**src/tcm_pkg.sv**
```systemverilog
package tcm_pkg;

	// Register map, byte addresses on the plain register port.
	localparam int          REG_AW        = 4;
	localparam logic [3:0]  MODE_OFFS     = 4'h0;
	localparam logic [3:0]  CMP3_OFFS     = 4'h4;
	localparam logic [3:0]  STAT_OFFS     = 4'h8;
	localparam logic [15:0] MODE_RESET    = 16'h0000;
	localparam logic [15:0] CMP3_RESET    = 16'h0000;

	// Field positions inside the channel pair mode register.
	localparam int CH4_FILT_LSB  = 12;
	localparam int CH4_DIV_LSB   = 10;
	localparam int CH4_DIR_LSB   = 8;
	localparam int CH3_FILT_LSB  = 4;
	localparam int CH3_DIV_LSB   = 2;
	localparam int CH3_DIR_LSB   = 0;
	localparam int CH3_CMODE_LSB = 4;
	localparam int CH3_BUF_BIT   = 3;
	localparam int CH3_FAST_BIT  = 2;

	// Status register bit positions.
	localparam int STAT_CH3_LVL  = 0;
	localparam int STAT_CH4_LVL  = 1;
	localparam int STAT_REF3     = 2;

	// Direction select codes.
	localparam logic [1:0] DIR_OUTPUT = 2'h0;
	localparam logic [1:0] DIR_OWN    = 2'h1;
	localparam logic [1:0] DIR_OTHER  = 2'h2;
	localparam logic [1:0] DIR_TRIG   = 2'h3;

	// Compare mode codes.
	localparam logic [2:0] CM_FROZEN  = 3'h0;
	localparam logic [2:0] CM_SET     = 3'h1;
	localparam logic [2:0] CM_CLEAR   = 3'h2;
	localparam logic [2:0] CM_TOGGLE  = 3'h3;
	localparam logic [2:0] CM_FORCE0  = 3'h4;
	localparam logic [2:0] CM_FORCE1  = 3'h5;
	localparam logic [2:0] CM_PWM1    = 3'h6;
	localparam logic [2:0] CM_PWM2    = 3'h7;

	// Filter code that bypasses filtering.
	localparam logic [3:0] FILT_NONE  = 4'h0;

endpackage

```
**src/tcm_mode_config.sv**
```systemverilog
// Local design decisions: the register offsets and the plain strobed port.
`timescale 1ns/1ps
// How it works
// - Channel 4 filter is bits 15:12, used only when channel 4 is an input.
// - Filtered level changes only after N consecutive equal samples at chosen rate.
// - Filter code 0 samples every clock with no filtering.
// - Codes 1,2,3 sample every clock needing 2, 4, 8 samples.
// - Codes 4,5 sample at half rate, 6,7 at quarter; N is 6 or 8.
// - Codes 8,9 sample at one eighth rate needing 6 or 8 samples.
// - Codes 10,11,12 sample at one sixteenth needing 5, 6, 8 samples.
// - Codes 13,14,15 sample at one thirty-second needing 5, 6, 8 samples.
// - Capture divider captures on every 1st, 2nd, 4th or 8th edge.
// - Channel 3 filter is bits 7:4, same coding, input mode only.
// - Channel 3 capture divider is bits 3:2, input mode only.
// - Channel 4 direction: output, input four, input three, internal trigger.
// - Channel 3 direction: output, input three, input four, internal trigger.
// - Channel 3 compare mode is bits 6:4, used only as an output.
// - Channel 3 buffer bit 3 and fast bit 2 apply only as output; bit 3 also gates compare writes in input mode.
// - Compare modes: frozen, set, clear, toggle, force low, force high, PWM1, PWM2.
// - Buffered compare value loads on update event; unbuffered writes act at once.
// - Fast enable in PWM makes a trigger edge act as a match.
module tcm_mode_config
	import tcm_pkg::*;
(
	input  wire logic                        clk_sys,
	input  wire logic                        sys_rst,
	input  wire logic [tcm_pkg::REG_AW-1:0]  reg_addr,
	input  wire logic [31:0]                 reg_wdata,
	input  wire logic                        reg_wr,
	input  wire logic                        reg_rd,
	output logic      [31:0]                 reg_rdata,
	input  wire logic                        timer_input_three,
	input  wire logic                        timer_input_four,
	input  wire logic                        internal_trigger_input,
	input  wire logic                        ch3_channel_enable,
	input  wire logic                        ch4_channel_enable,
	input  wire logic [15:0]                 counter_value,
	input  wire logic                        count_down,
	input  wire logic                        update_event,
	output logic                             ch3_capture,
	output logic                             ch4_capture,
	output logic                             ch3_filtered,
	output logic                             ch4_filtered,
	output logic                             ch3_reference_out
);
	import tcm_pkg::*;

	// Required sample count for a filter code, zero meaning no filter.
	function automatic logic [3:0] filt_len(input logic [3:0] code);
		case (code)
			4'h0: filt_len = 4'h0;
			4'h1: filt_len = 4'h2;
			4'h2: filt_len = 4'h4;
			4'h4, 4'h6, 4'h8, 4'hB, 4'hE: filt_len = 4'h6;
			4'hA, 4'hD: filt_len = 4'h5;
			default: filt_len = 4'h8;
		endcase
	endfunction

	// Mask on the free prescaler giving the sampling rate of a filter code.
	function automatic logic [4:0] filt_mask(input logic [3:0] code);
		case (code)
			4'h4, 4'h5: filt_mask = 5'h01;
			4'h6, 4'h7: filt_mask = 5'h03;
			4'h8, 4'h9: filt_mask = 5'h07;
			4'hA, 4'hB, 4'hC: filt_mask = 5'h0F;
			4'hD, 4'hE, 4'hF: filt_mask = 5'h1F;
			default: filt_mask = 5'h00;
		endcase
	endfunction

	// Last event count before a capture for a divider code.
	function automatic logic [2:0] div_last(input logic [1:0] code);
		case (code)
			2'h0: div_last = 3'h0;
			2'h1: div_last = 3'h1;
			2'h2: div_last = 3'h3;
			default: div_last = 3'h7;
		endcase
	endfunction

	// Source picked by a direction code: own pin, partner pin or trigger.
	function automatic logic src_pick(input logic [1:0] dir, input logic own,
			input logic other, input logic trig);
		case (dir)
			DIR_OWN: src_pick = own;
			DIR_OTHER: src_pick = other;
			DIR_TRIG: src_pick = trig;
			default: src_pick = 1'b0;
		endcase
	endfunction

	logic [15:0] mode_reg;
	logic [15:0] cmp_buf;
	logic [15:0] cmp_shadow;
	logic [2:0]  pin_meta;
	logic [2:0]  pin_sync;
	logic        trig_d;
	logic        trig_edge;
	logic [4:0]  pre_cnt;
	logic [3:0]  filt_code [2];
	logic [1:0]  div_code [2];
	logic [1:0]  dir_code [2];
	logic        chan_en [2];
	logic        ch_src [2];
	logic        flt_lvl [2];
	logic        flt_lvl_d [2];
	logic [2:0]  flt_cnt [2];
	logic [2:0]  ev_cnt [2];
	logic        cap [2];
	logic [2:0]  cmode;
	logic        buf_en;
	logic        fast_en;
	logic        is_pwm;
	logic        match;

	// Field decode of the mode register.
	assign filt_code[0] = mode_reg[CH3_FILT_LSB +: 4];
	assign filt_code[1] = mode_reg[CH4_FILT_LSB +: 4];
	assign div_code[0]  = mode_reg[CH3_DIV_LSB +: 2];
	assign div_code[1]  = mode_reg[CH4_DIV_LSB +: 2];
	assign dir_code[0]  = mode_reg[CH3_DIR_LSB +: 2];
	assign dir_code[1]  = mode_reg[CH4_DIR_LSB +: 2];
	assign chan_en[0]   = ch3_channel_enable;
	assign chan_en[1]   = ch4_channel_enable;
	assign cmode        = mode_reg[CH3_CMODE_LSB +: 3];
	assign buf_en       = mode_reg[CH3_BUF_BIT];
	assign fast_en      = mode_reg[CH3_FAST_BIT];
	assign is_pwm       = (cmode == CM_PWM1) || (cmode == CM_PWM2);
	assign match        = (counter_value == cmp_shadow);

	// Input source routing per channel direction.
	assign ch_src[0] = src_pick(dir_code[0], pin_sync[0], pin_sync[1], pin_sync[2]);
	assign ch_src[1] = src_pick(dir_code[1], pin_sync[1], pin_sync[0], pin_sync[2]);
	assign trig_edge = pin_sync[2] & ~trig_d;

	// Mode register; direction fields hold while their channel is enabled.
	always_ff @(posedge clk_sys) begin
		if (sys_rst) begin
			mode_reg <= MODE_RESET;
		end else if (reg_wr && reg_addr == MODE_OFFS) begin
			mode_reg <= reg_wdata[15:0];
			if (ch3_channel_enable) begin
				mode_reg[CH3_DIR_LSB +: 2] <= mode_reg[CH3_DIR_LSB +: 2];
			end
			if (ch4_channel_enable) begin
				mode_reg[CH4_DIR_LSB +: 2] <= mode_reg[CH4_DIR_LSB +: 2];
			end
		end
	end

	// Compare value: buffer written by software, shadow used by the match.
	always_ff @(posedge clk_sys) begin
		if (sys_rst) begin
			cmp_buf <= CMP3_RESET;
			cmp_shadow <= CMP3_RESET;
		end else begin
			if (reg_wr && reg_addr == CMP3_OFFS) begin
				cmp_buf <= reg_wdata[15:0];
				if (!buf_en) begin
					cmp_shadow <= reg_wdata[15:0];
				end
			end
			if (update_event && buf_en) begin
				cmp_shadow <= cmp_buf;
			end
		end
	end

	// Read port: data stand in the cycle after the read strobe.
	always_ff @(posedge clk_sys) begin
		if (sys_rst) begin
			reg_rdata <= 32'h0;
		end else if (reg_rd) begin
			case (reg_addr)
				MODE_OFFS: reg_rdata <= {16'h0, mode_reg};
				CMP3_OFFS: reg_rdata <= {16'h0, buf_en ? cmp_buf : cmp_shadow};
				STAT_OFFS: begin
					reg_rdata <= 32'h0;
					reg_rdata[STAT_CH3_LVL] <= flt_lvl[0];
					reg_rdata[STAT_CH4_LVL] <= flt_lvl[1];
					reg_rdata[STAT_REF3] <= ch3_reference_out;
				end
				default: reg_rdata <= 32'h0;
			endcase
		end else begin
			reg_rdata <= 32'h0;
		end
	end

	// Two-stage synchronisers for the pins, then trigger edge history.
	always_ff @(posedge clk_sys) begin
		if (sys_rst) begin
			pin_meta <= 3'h0;
			pin_sync <= 3'h0;
			trig_d <= 1'b0;
		end else begin
			pin_meta <= {internal_trigger_input, timer_input_four, timer_input_three};
			pin_sync <= pin_meta;
			trig_d <= pin_sync[2];
		end
	end

	// Free prescaler that sets the slower sampling rates.
	always_ff @(posedge clk_sys) begin
		if (sys_rst) begin
			pre_cnt <= 5'h0;
		end else begin
			pre_cnt <= pre_cnt + 5'h1;
		end
	end

	// Digital filter per channel.
	always_ff @(posedge clk_sys) begin
		for (int i = 0; i < 2; i++) begin
			if (sys_rst) begin
				flt_lvl[i] <= 1'b0;
				flt_cnt[i] <= 3'h0;
			end else if (filt_code[i] == FILT_NONE) begin
				flt_lvl[i] <= ch_src[i];
				flt_cnt[i] <= 3'h0;
			end else if ((pre_cnt & filt_mask(filt_code[i])) == 5'h0) begin
				if (ch_src[i] == flt_lvl[i]) begin
					flt_cnt[i] <= 3'h0;
				end else if ({1'b0, flt_cnt[i]} == filt_len(filt_code[i]) - 4'h1) begin
					flt_lvl[i] <= ch_src[i];
					flt_cnt[i] <= 3'h0;
				end else begin
					flt_cnt[i] <= flt_cnt[i] + 3'h1;
				end
			end
		end
	end

	// Edge detection and capture divider; only input-mode, enabled channels count.
	always_ff @(posedge clk_sys) begin
		for (int i = 0; i < 2; i++) begin
			if (sys_rst) begin
				flt_lvl_d[i] <= 1'b0;
				ev_cnt[i] <= 3'h0;
				cap[i] <= 1'b0;
			end else begin
				flt_lvl_d[i] <= flt_lvl[i];
				cap[i] <= 1'b0;
				if (dir_code[i] == DIR_OUTPUT || !chan_en[i]) begin
					ev_cnt[i] <= 3'h0;
				end else if (flt_lvl[i] && !flt_lvl_d[i]) begin
					if (ev_cnt[i] == div_last(div_code[i])) begin
						ev_cnt[i] <= 3'h0;
						cap[i] <= 1'b1;
					end else begin
						ev_cnt[i] <= ev_cnt[i] + 3'h1;
					end
				end
			end
		end
	end

	// Channel 3 output reference, held low while the channel is an input.
	always_ff @(posedge clk_sys) begin
		if (sys_rst) begin
			ch3_reference_out <= 1'b0;
		end else if (dir_code[0] != DIR_OUTPUT) begin
			ch3_reference_out <= 1'b0;
		end else if (fast_en && is_pwm && trig_edge) begin
			ch3_reference_out <= (cmode == CM_PWM2);
		end else begin
			case (cmode)
				CM_FROZEN: ch3_reference_out <= ch3_reference_out;
				CM_SET: ch3_reference_out <= ch3_reference_out | match;
				CM_CLEAR: ch3_reference_out <= ch3_reference_out & ~match;
				CM_TOGGLE: ch3_reference_out <= ch3_reference_out ^ match;
				CM_FORCE0: ch3_reference_out <= 1'b0;
				CM_FORCE1: ch3_reference_out <= 1'b1;
				CM_PWM1: ch3_reference_out <= count_down ? !(counter_value > cmp_shadow)
					: (counter_value < cmp_shadow);
				CM_PWM2: ch3_reference_out <= count_down ? (counter_value > cmp_shadow)
					: !(counter_value < cmp_shadow);
				default: ch3_reference_out <= 1'b0;
			endcase
		end
	end

	assign ch3_capture  = cap[0];
	assign ch4_capture  = cap[1];
	assign ch3_filtered = flt_lvl[0];
	assign ch4_filtered = flt_lvl[1];

	// Checks on the block's own behaviour.
	property p_bypass;
		@(posedge clk_sys) disable iff (sys_rst)
		(filt_code[1] == FILT_NONE) |=> (flt_lvl[1] == $past(ch_src[1]));
	endproperty
	a_bypass: assert property (p_bypass) else $error("Unfiltered level lags source.");

	property p_filter_len;
		@(posedge clk_sys) disable iff (sys_rst)
		($changed(flt_lvl[0]) && $past(filt_code[0]) != FILT_NONE
			&& $stable(filt_code[0]))
		|-> ({1'b0, $past(flt_cnt[0])} == filt_len(filt_code[0]) - 4'h1);
	endproperty
	a_filter_len: assert property (p_filter_len) else $error("Filter moved early.");

	property p_restart;
		@(posedge clk_sys) disable iff (sys_rst)
		(filt_code[1] != FILT_NONE && ch_src[1] == flt_lvl[1]
			&& (pre_cnt & filt_mask(filt_code[1])) == 5'h0) |=> (flt_cnt[1] == 3'h0);
	endproperty
	a_restart: assert property (p_restart) else $error("Sample count not restarted.");

	property p_divider;
		@(posedge clk_sys) disable iff (sys_rst)
		cap[0] |-> ($past(ev_cnt[0]) == div_last($past(div_code[0])));
	endproperty
	a_divider: assert property (p_divider) else $error("Capture off divider count.");

	property p_output_no_capture;
		@(posedge clk_sys) disable iff (sys_rst)
		($past(dir_code[1]) == DIR_OUTPUT) |-> !cap[1];
	endproperty
	a_output_no_capture: assert property (p_output_no_capture) else $error("Output captured.");

	property p_shadow_load;
		@(posedge clk_sys) disable iff (sys_rst)
		(update_event && buf_en) |=> (cmp_shadow == $past(cmp_buf));
	endproperty
	a_shadow_load: assert property (p_shadow_load) else $error("Shadow not loaded.");

	property p_force;
		@(posedge clk_sys) disable iff (sys_rst)
		(dir_code[0] == DIR_OUTPUT && cmode == CM_FORCE1) |=> ch3_reference_out;
	endproperty
	a_force: assert property (p_force) else $error("Forced level missing.");

	property p_fast;
		@(posedge clk_sys) disable iff (sys_rst)
		(dir_code[0] == DIR_OUTPUT && fast_en && cmode == CM_PWM2 && trig_edge)
		|=> ch3_reference_out;
	endproperty
	a_fast: assert property (p_fast) else $error("Fast trigger ignored.");

	property p_input_ref;
		@(posedge clk_sys) disable iff (sys_rst)
		(dir_code[0] != DIR_OUTPUT) |=> !ch3_reference_out;
	endproperty
	a_input_ref: assert property (p_input_ref) else $error("Reference driven as input.");

	property p_field_read;
		@(posedge clk_sys) disable iff (sys_rst)
		(reg_rd && reg_addr == MODE_OFFS) |=> (reg_rdata[15:12] == $past(filt_code[1]));
	endproperty
	a_field_read: assert property (p_field_read) else $error("Filter field misread.");

	c_capture4: cover property (@(posedge clk_sys) disable iff (sys_rst) cap[1]);
	c_div8: cover property (@(posedge clk_sys) disable iff (sys_rst)
		cap[0] && div_code[0] == 2'h3);
	c_slow_filter: cover property (@(posedge clk_sys) disable iff (sys_rst)
		$changed(flt_lvl[0]) && filt_code[0] == 4'hF);
	c_fast: cover property (@(posedge clk_sys) disable iff (sys_rst)
		fast_en && is_pwm && trig_edge && dir_code[0] == DIR_OUTPUT);

endmodule

```
**config.mk**
```make
export PLATFORM = sky130hd
export DESIGN_NAME = tcm_mode_config
export DESIGN_NICKNAME = d
export VERILOG_FILES = /design/src/tcm_pkg.sv /design/src/tcm_mode_config.sv
export SDC_FILE = /design/constraint.sdc
export NUM_CORES = 1
export LEC_CHECK = 0
export BUFFER_PORTS_ARGS = -buffer_cell sky130_fd_sc_hd__buf_2
export CAP_MARGIN = 25
export CORE_ASPECT_RATIO = 0.6
export CORE_UTILIZATION = 54
export DETAILED_ROUTE_END_ITERATION = 6
export PLACE_DENSITY = 0.85
export SYNTH_ARGS = -nofsm -noshare
export SYNTH_HDL_FRONTEND = slang
export SYNTH_SLANG_ARGS = --single-unit
export TNS_END_PERCENT = 50
```
**constraint.sdc**
```tcl
create_clock -name clk_sys -period 6.82 [get_ports clk_sys]
set_clock_uncertainty 0.05 [all_clocks]
set_input_delay 1.364 -clock clk_sys [delete_from_list [all_inputs] [get_ports clk_sys]]
set_output_delay 1.364 -clock clk_sys [all_outputs]
set_load 0.02 [all_outputs]
```
-- After elaboration in Yosys (flattened, before gate mapping)
Memory sizes are Yosys's and may differ from the RTL's. A register that Yosys moved wholly into a read port is not among the register bits.
Cells that the tools add are included.
- flip-flop bits (word level): 93
- bits in latches: 0
- bits in writable memories: 18
- memory bits (read-only): 288
- bits of input ports: 63
- output and inout bits: 37
- word-level logic and storage cells: 257
- memories: 9
- add/sub/neg operators: 7
- $mul: 0
- divide/modulo/power cells: 0
- order comparisons: 2
- equal/unequal tests: 28
- shift operators: 0
- multiplexer cells: 132
- bitwise operators: 35
- reduce and logical (&&, ||, !) cells: 33
- memory list (memory ; depth ; bits a word ; rd ports ; clocked after Yosys merged registers in ; wr ports ; line ; source):
    (no name shown) ; 16 ; 5 ; 1 ; 1 ; 0 ; tcm_mode_config.sv:62 ; case (code)
    (no name shown) ; 16 ; 5 ; 1 ; 1 ; 0 ; tcm_mode_config.sv:62 ;
    (no name shown) ; 16 ; 4 ; 1 ; 1 ; 0 ; tcm_mode_config.sv:50 ; case (code)
    (no name shown) ; 16 ; 4 ; 1 ; 1 ; 0 ; tcm_mode_config.sv:50 ;
    ev_cnt ; 2 ; 3 ; 2 ; 0 ; 2 ; tcm_mode_config.sv:109 ; logic [2:0] ev_cnt [2];
    flt_cnt ; 2 ; 3 ; 2 ; 0 ; 2 ; tcm_mode_config.sv:108 ; logic [2:0] flt_cnt [2];
    3 more memories ; - ; - ; - ; - ; - ; - ;
- operator list (cell ; count):
    1-bit 2-to-1 mux ; 82
    16-bit 2-to-1 mux ; 4
    4-bit 2-to-1 mux ; 16
    3-bit 2-to-1 mux ; 20
    16-bit one-hot mux with 3 select lines ; 1
    1-bit OR ; 25
    5-bit 2-to-1 mux ; 4
    3-bit one-hot mux with 3 select lines ; 2
    16-bit equality test ; 1
    16-bit greater-than comparator ; 1
    16-bit less-than comparator ; 1
    3-bit by 1-bit adder with 3-bit output, second input constant ; 4
    2-bit equality test, second input constant ; 6
    3-bit equality test, second input constant ; 4
    4-bit zero test ; 3
    5-bit AND ; 2
    5-bit zero test ; 2
    2-bit by 1-bit equality test with 1-bit output, second input constant ; 4
    3-bit by 4-bit equality test with 1-bit output ; 2
    2-bit zero test ; 4
    4-bit by 1-bit subtractor with 4-bit output, second input constant ; 2
    1-bit logical AND ; 7
    1-bit one-hot mux with 7 select lines ; 1
    3-bit by 2-bit equality test with 1-bit output, second input constant ; 2
    18 further kinds ; 37

-- Depth between registers and ports, before layout
- depth after elaboration: 18
- depth in mapped cells: 11

-- Least setup slack after synthesis
No wires, ideal clock.
- path kind: input-to-reg
- from: input port reg_addr[3] (netlist bit)
- to: register with a tool-made name
- setup time: 0.079 ns
- arrival time: 3.465 ns
- slack: 3.226 ns
- cell stages on the path: 11
- cell sequence: buf_6 > or4_1 > buf_2 > nor2_4 > nand2_1 > a21oi_1 > inv_1 > ha_1 > inv_1 > mux2_2 > a22oi_1
- RTL lines (what ; line ; source):
    start: declaration ; tcm_mode_config.sv:27 ; input wire logic [tcm_pkg::REG_AW-1:0] reg_addr,

==> impl_metrics.toml <==
[global_route]
grt_pass1_wl_um = 24380
antenna_found_initial = 0
grt.total_usage_pct = 29.22
grt_max_degree = 74
grt_pass1_vias = 4940
grt_overflow = 0

[drt]
wl_per_cell_um = 17.20
drt_iter0_markers = 481
m1WireLength_um = 6541
highest_layer = "met4"
vias = 5111
dr.pass1.iters = 5
route.met3.wl_um = 1424
drt_wl_total_um = 15000
ant_nets = 0
route.detailed.drc = 0
met2_length_um = 6791
viasPerCell = 5.861

[yosys]
synthAdderAreaFrac_pct = 7.614
ys_top_cells_by_count = "dfxtp_1, nand2_1, nor2_1"
synth_cells = 669
muxShareOfSynthArea_pct = 4.264
async_flop_share_pct = 0
syn_area_um2 = 5752
synth_top_family_by_area = "simple AND/OR/NAND/NOR gates"
syn_area_per_cell_um2 = 8.598
synth_ff_type = "dfxtp_1"
synth-simple-area-share_pct = 20.82
synth_most_common_cell = "dfxtp_1"
synth.top_cell.area_share_pct = 34.46
synth_area_leader_cell = "dfxtp_1"
synth-compound-area-share_pct = 15.77
yosysSeqAreaShare_pct = 41.77
synthTopCellsByArea = "dfxtp_1, ha_1, edfxtp_1"
synthDistinctLibCells = 63
synth-edff-count = 14
yosys_warnings = 0
synth_xor_area_share_pct = 2.589
synth-seq-cells = 113

[die]
die_x_um = 135.2
rows = 28
die_area_um2 = 11080
die_h_um = 81.95
coreArea_um2 = 10090
start_util_pct = 57.01
boundaryPins = 100

[critical_path]
crit_required_ps = 7100
cp.arrival_ps = 4050
worstSetupPathType = "primary input to flop"
start_kind = "primary input"
cp_max_fo = 10
end_kind = "flop"

[power_and_ir_drop]
leakagePower_nw = 2.644
p_per_area_nw_per_um2 = 257.0
p_clk_share_pct = 53.5
comb_power_share_pct = 6.2
sequentialPowerShare_pct = 40.2
swShare_pct = 22.69
p_total_mw = 1.723
p_int_mw = 1.332
switchingPower_mw = 0.3908
peakVddDrop_v = 0.0001737

[timing]
tightest_slew_ps = 979.8
fmax_mhz = 265.1
hold_ws_ps = 392.8
rsz0062_at_grt = "false"
fin_crit_sh_pct = 55.31
hold_viol = 0
drv_slew = 0
fin_ws_ps = 3048
fin_crit_ps = 3772
relSlewSlack_pct = 34.64
tns_ps = 0
setup_viol = 0

[cts]
clockBufferDepth = 2
cts_max_level = 4
clkTransAtPathRegs_ps = 50
cts_made_buffers = 17
cts-root-buf = "clkbuf_16"
cts_setup_buffers = 0
cts_tree = "done"
cts_sinks = 113
cts_resized = 0
insertion_delay_ps = 410
holdBufCountCts = 0

[finish]
layout-drive-gt1-share_pct = 16.82
fill_cells = 786
final-seq-area_um2 = 2402
area_growth_pct = 16.51
diodes = 0
multi_input_area_um2 = 3000
utilization_pct = 66.42
finalNetCount = 822

[placement]
place_hpwl_um = 10550
dpl_worst_slack_ps = 2702
io_buffers = 67
routabilityCongestion = 0.8637

[hold_path]
hp-class = "flop to flop"

[run_status]
status = "finished, final reports clean"

[run]
maxCapViolations = 0
## kinds of logic (layout without fill, tap and decap cells)
logic type      count (synthesis)  after routing
other cells                     2             17
xor+xnor                       17             17
flops                         113            113
compound gates                134            134
mux                            24             24
fa+ha+maj                      35             35
simple gates                  257            257
buf+inv                        87            140
## cell usage in the layout (no fill, tap or decap), types with 3 or more instances in the layout
cell type | synthesis | final
a311oi_1 | 16 | 16
xor2_1 | 7 | 7
bufinv_16 | 0 | 3
nand2b_1 | 3 | 3
clkbuf_16 | 0 | 17
o211ai_1 | 5 | 5
mux2_2 | 4 | 4
and2_1 | 4 | 4
nor2b_1 | 15 | 15
a22oi_1 | 18 | 18
nand2_1 | 97 | 97
a21oi_1 | 41 | 41
o21ai_0 | 23 | 23
nand4_1 | 6 | 6
a21oi_2 | 3 | 3
inv_1 | 35 | 35
edfxtp_1 | 14 | 14
clkbuf_8 | 0 | 4
conb_1 | 2 | 17
dfxtp_1 | 99 | 99
clkinv_2 | 0 | 4
buf_4 | 18 | 4
nor3_1 | 8 | 8
o21a_1 | 4 | 4
nand3b_1 | 3 | 3
mux2i_1 | 20 | 20
xnor2_1 | 10 | 10
ha_1 | 35 | 35
a21o_1 | 4 | 4
nand3_1 | 31 | 31
nor2_1 | 67 | 67
buf_2 | 3 | 67
nor4_1 | 4 | 4
## metal layers
metal / vias up / global-route usage (%)
met3: 32 / 7.346
met5: - / 0
li1: 2396 / -
met4: 0 / 10.22
met2: 281 / 47.85
met1: 2402 / 37.75
## final cells by class
type / count / share of cell area (%)
Sequential cell: 113 / 35.85
Clock buffer: 22 / 7.226
Timing Repair Buffer: 72 / 5.676
Tap cell: 135 / 2.521
Multi-Input combinational cell: 484 / 44.77
Inverter: 36 / 2.016
Clock inverter: 10 / 1.942
## power groups by stage
stage	Combinational, mW	Sequential, mW	Clock (mW)
CTS	0.105	0.693	0.929
floorplan	0.0748	0.704	0
detailed placement	0.104	0.706	0
finish	0.107	0.693	0.922
global placement	0.0972	0.706	0
global route	0.118	0.694	0.962
## worst max-delay path, stage by stage
cell and delay, ps:
buf_2 140, or4_1 700, nor2_4 360, nand2_1 130
a21oi_1 400, inv_1 170, ha_1 320, inv_1 60
mux2_2 260, a22oi_1 140
## path summary, 6_finish.rpt
check                    from              to  slack, ps  depth (start not counted)
hold reg to reg   pin_meta[2]     pin_sync[2]        390                          1
hold / removal    pin_meta[2]     pin_sync[2]        390                          1
setup / recovery  reg_addr[1]            flop       3050                         10
setup reg to reg  mode_reg[3]  cmp_shadow[12]       4320                          6
## through the flow
stage | cell area [um2] | std cells
CTS | 6701 | 872
global placement | 6072 | 839
floorplan | 5808 | 684
global route | 6701 | 872
detailed placement | 6087 | 840
finish | 6701 | 872
(Power assumes the default switching activity.)
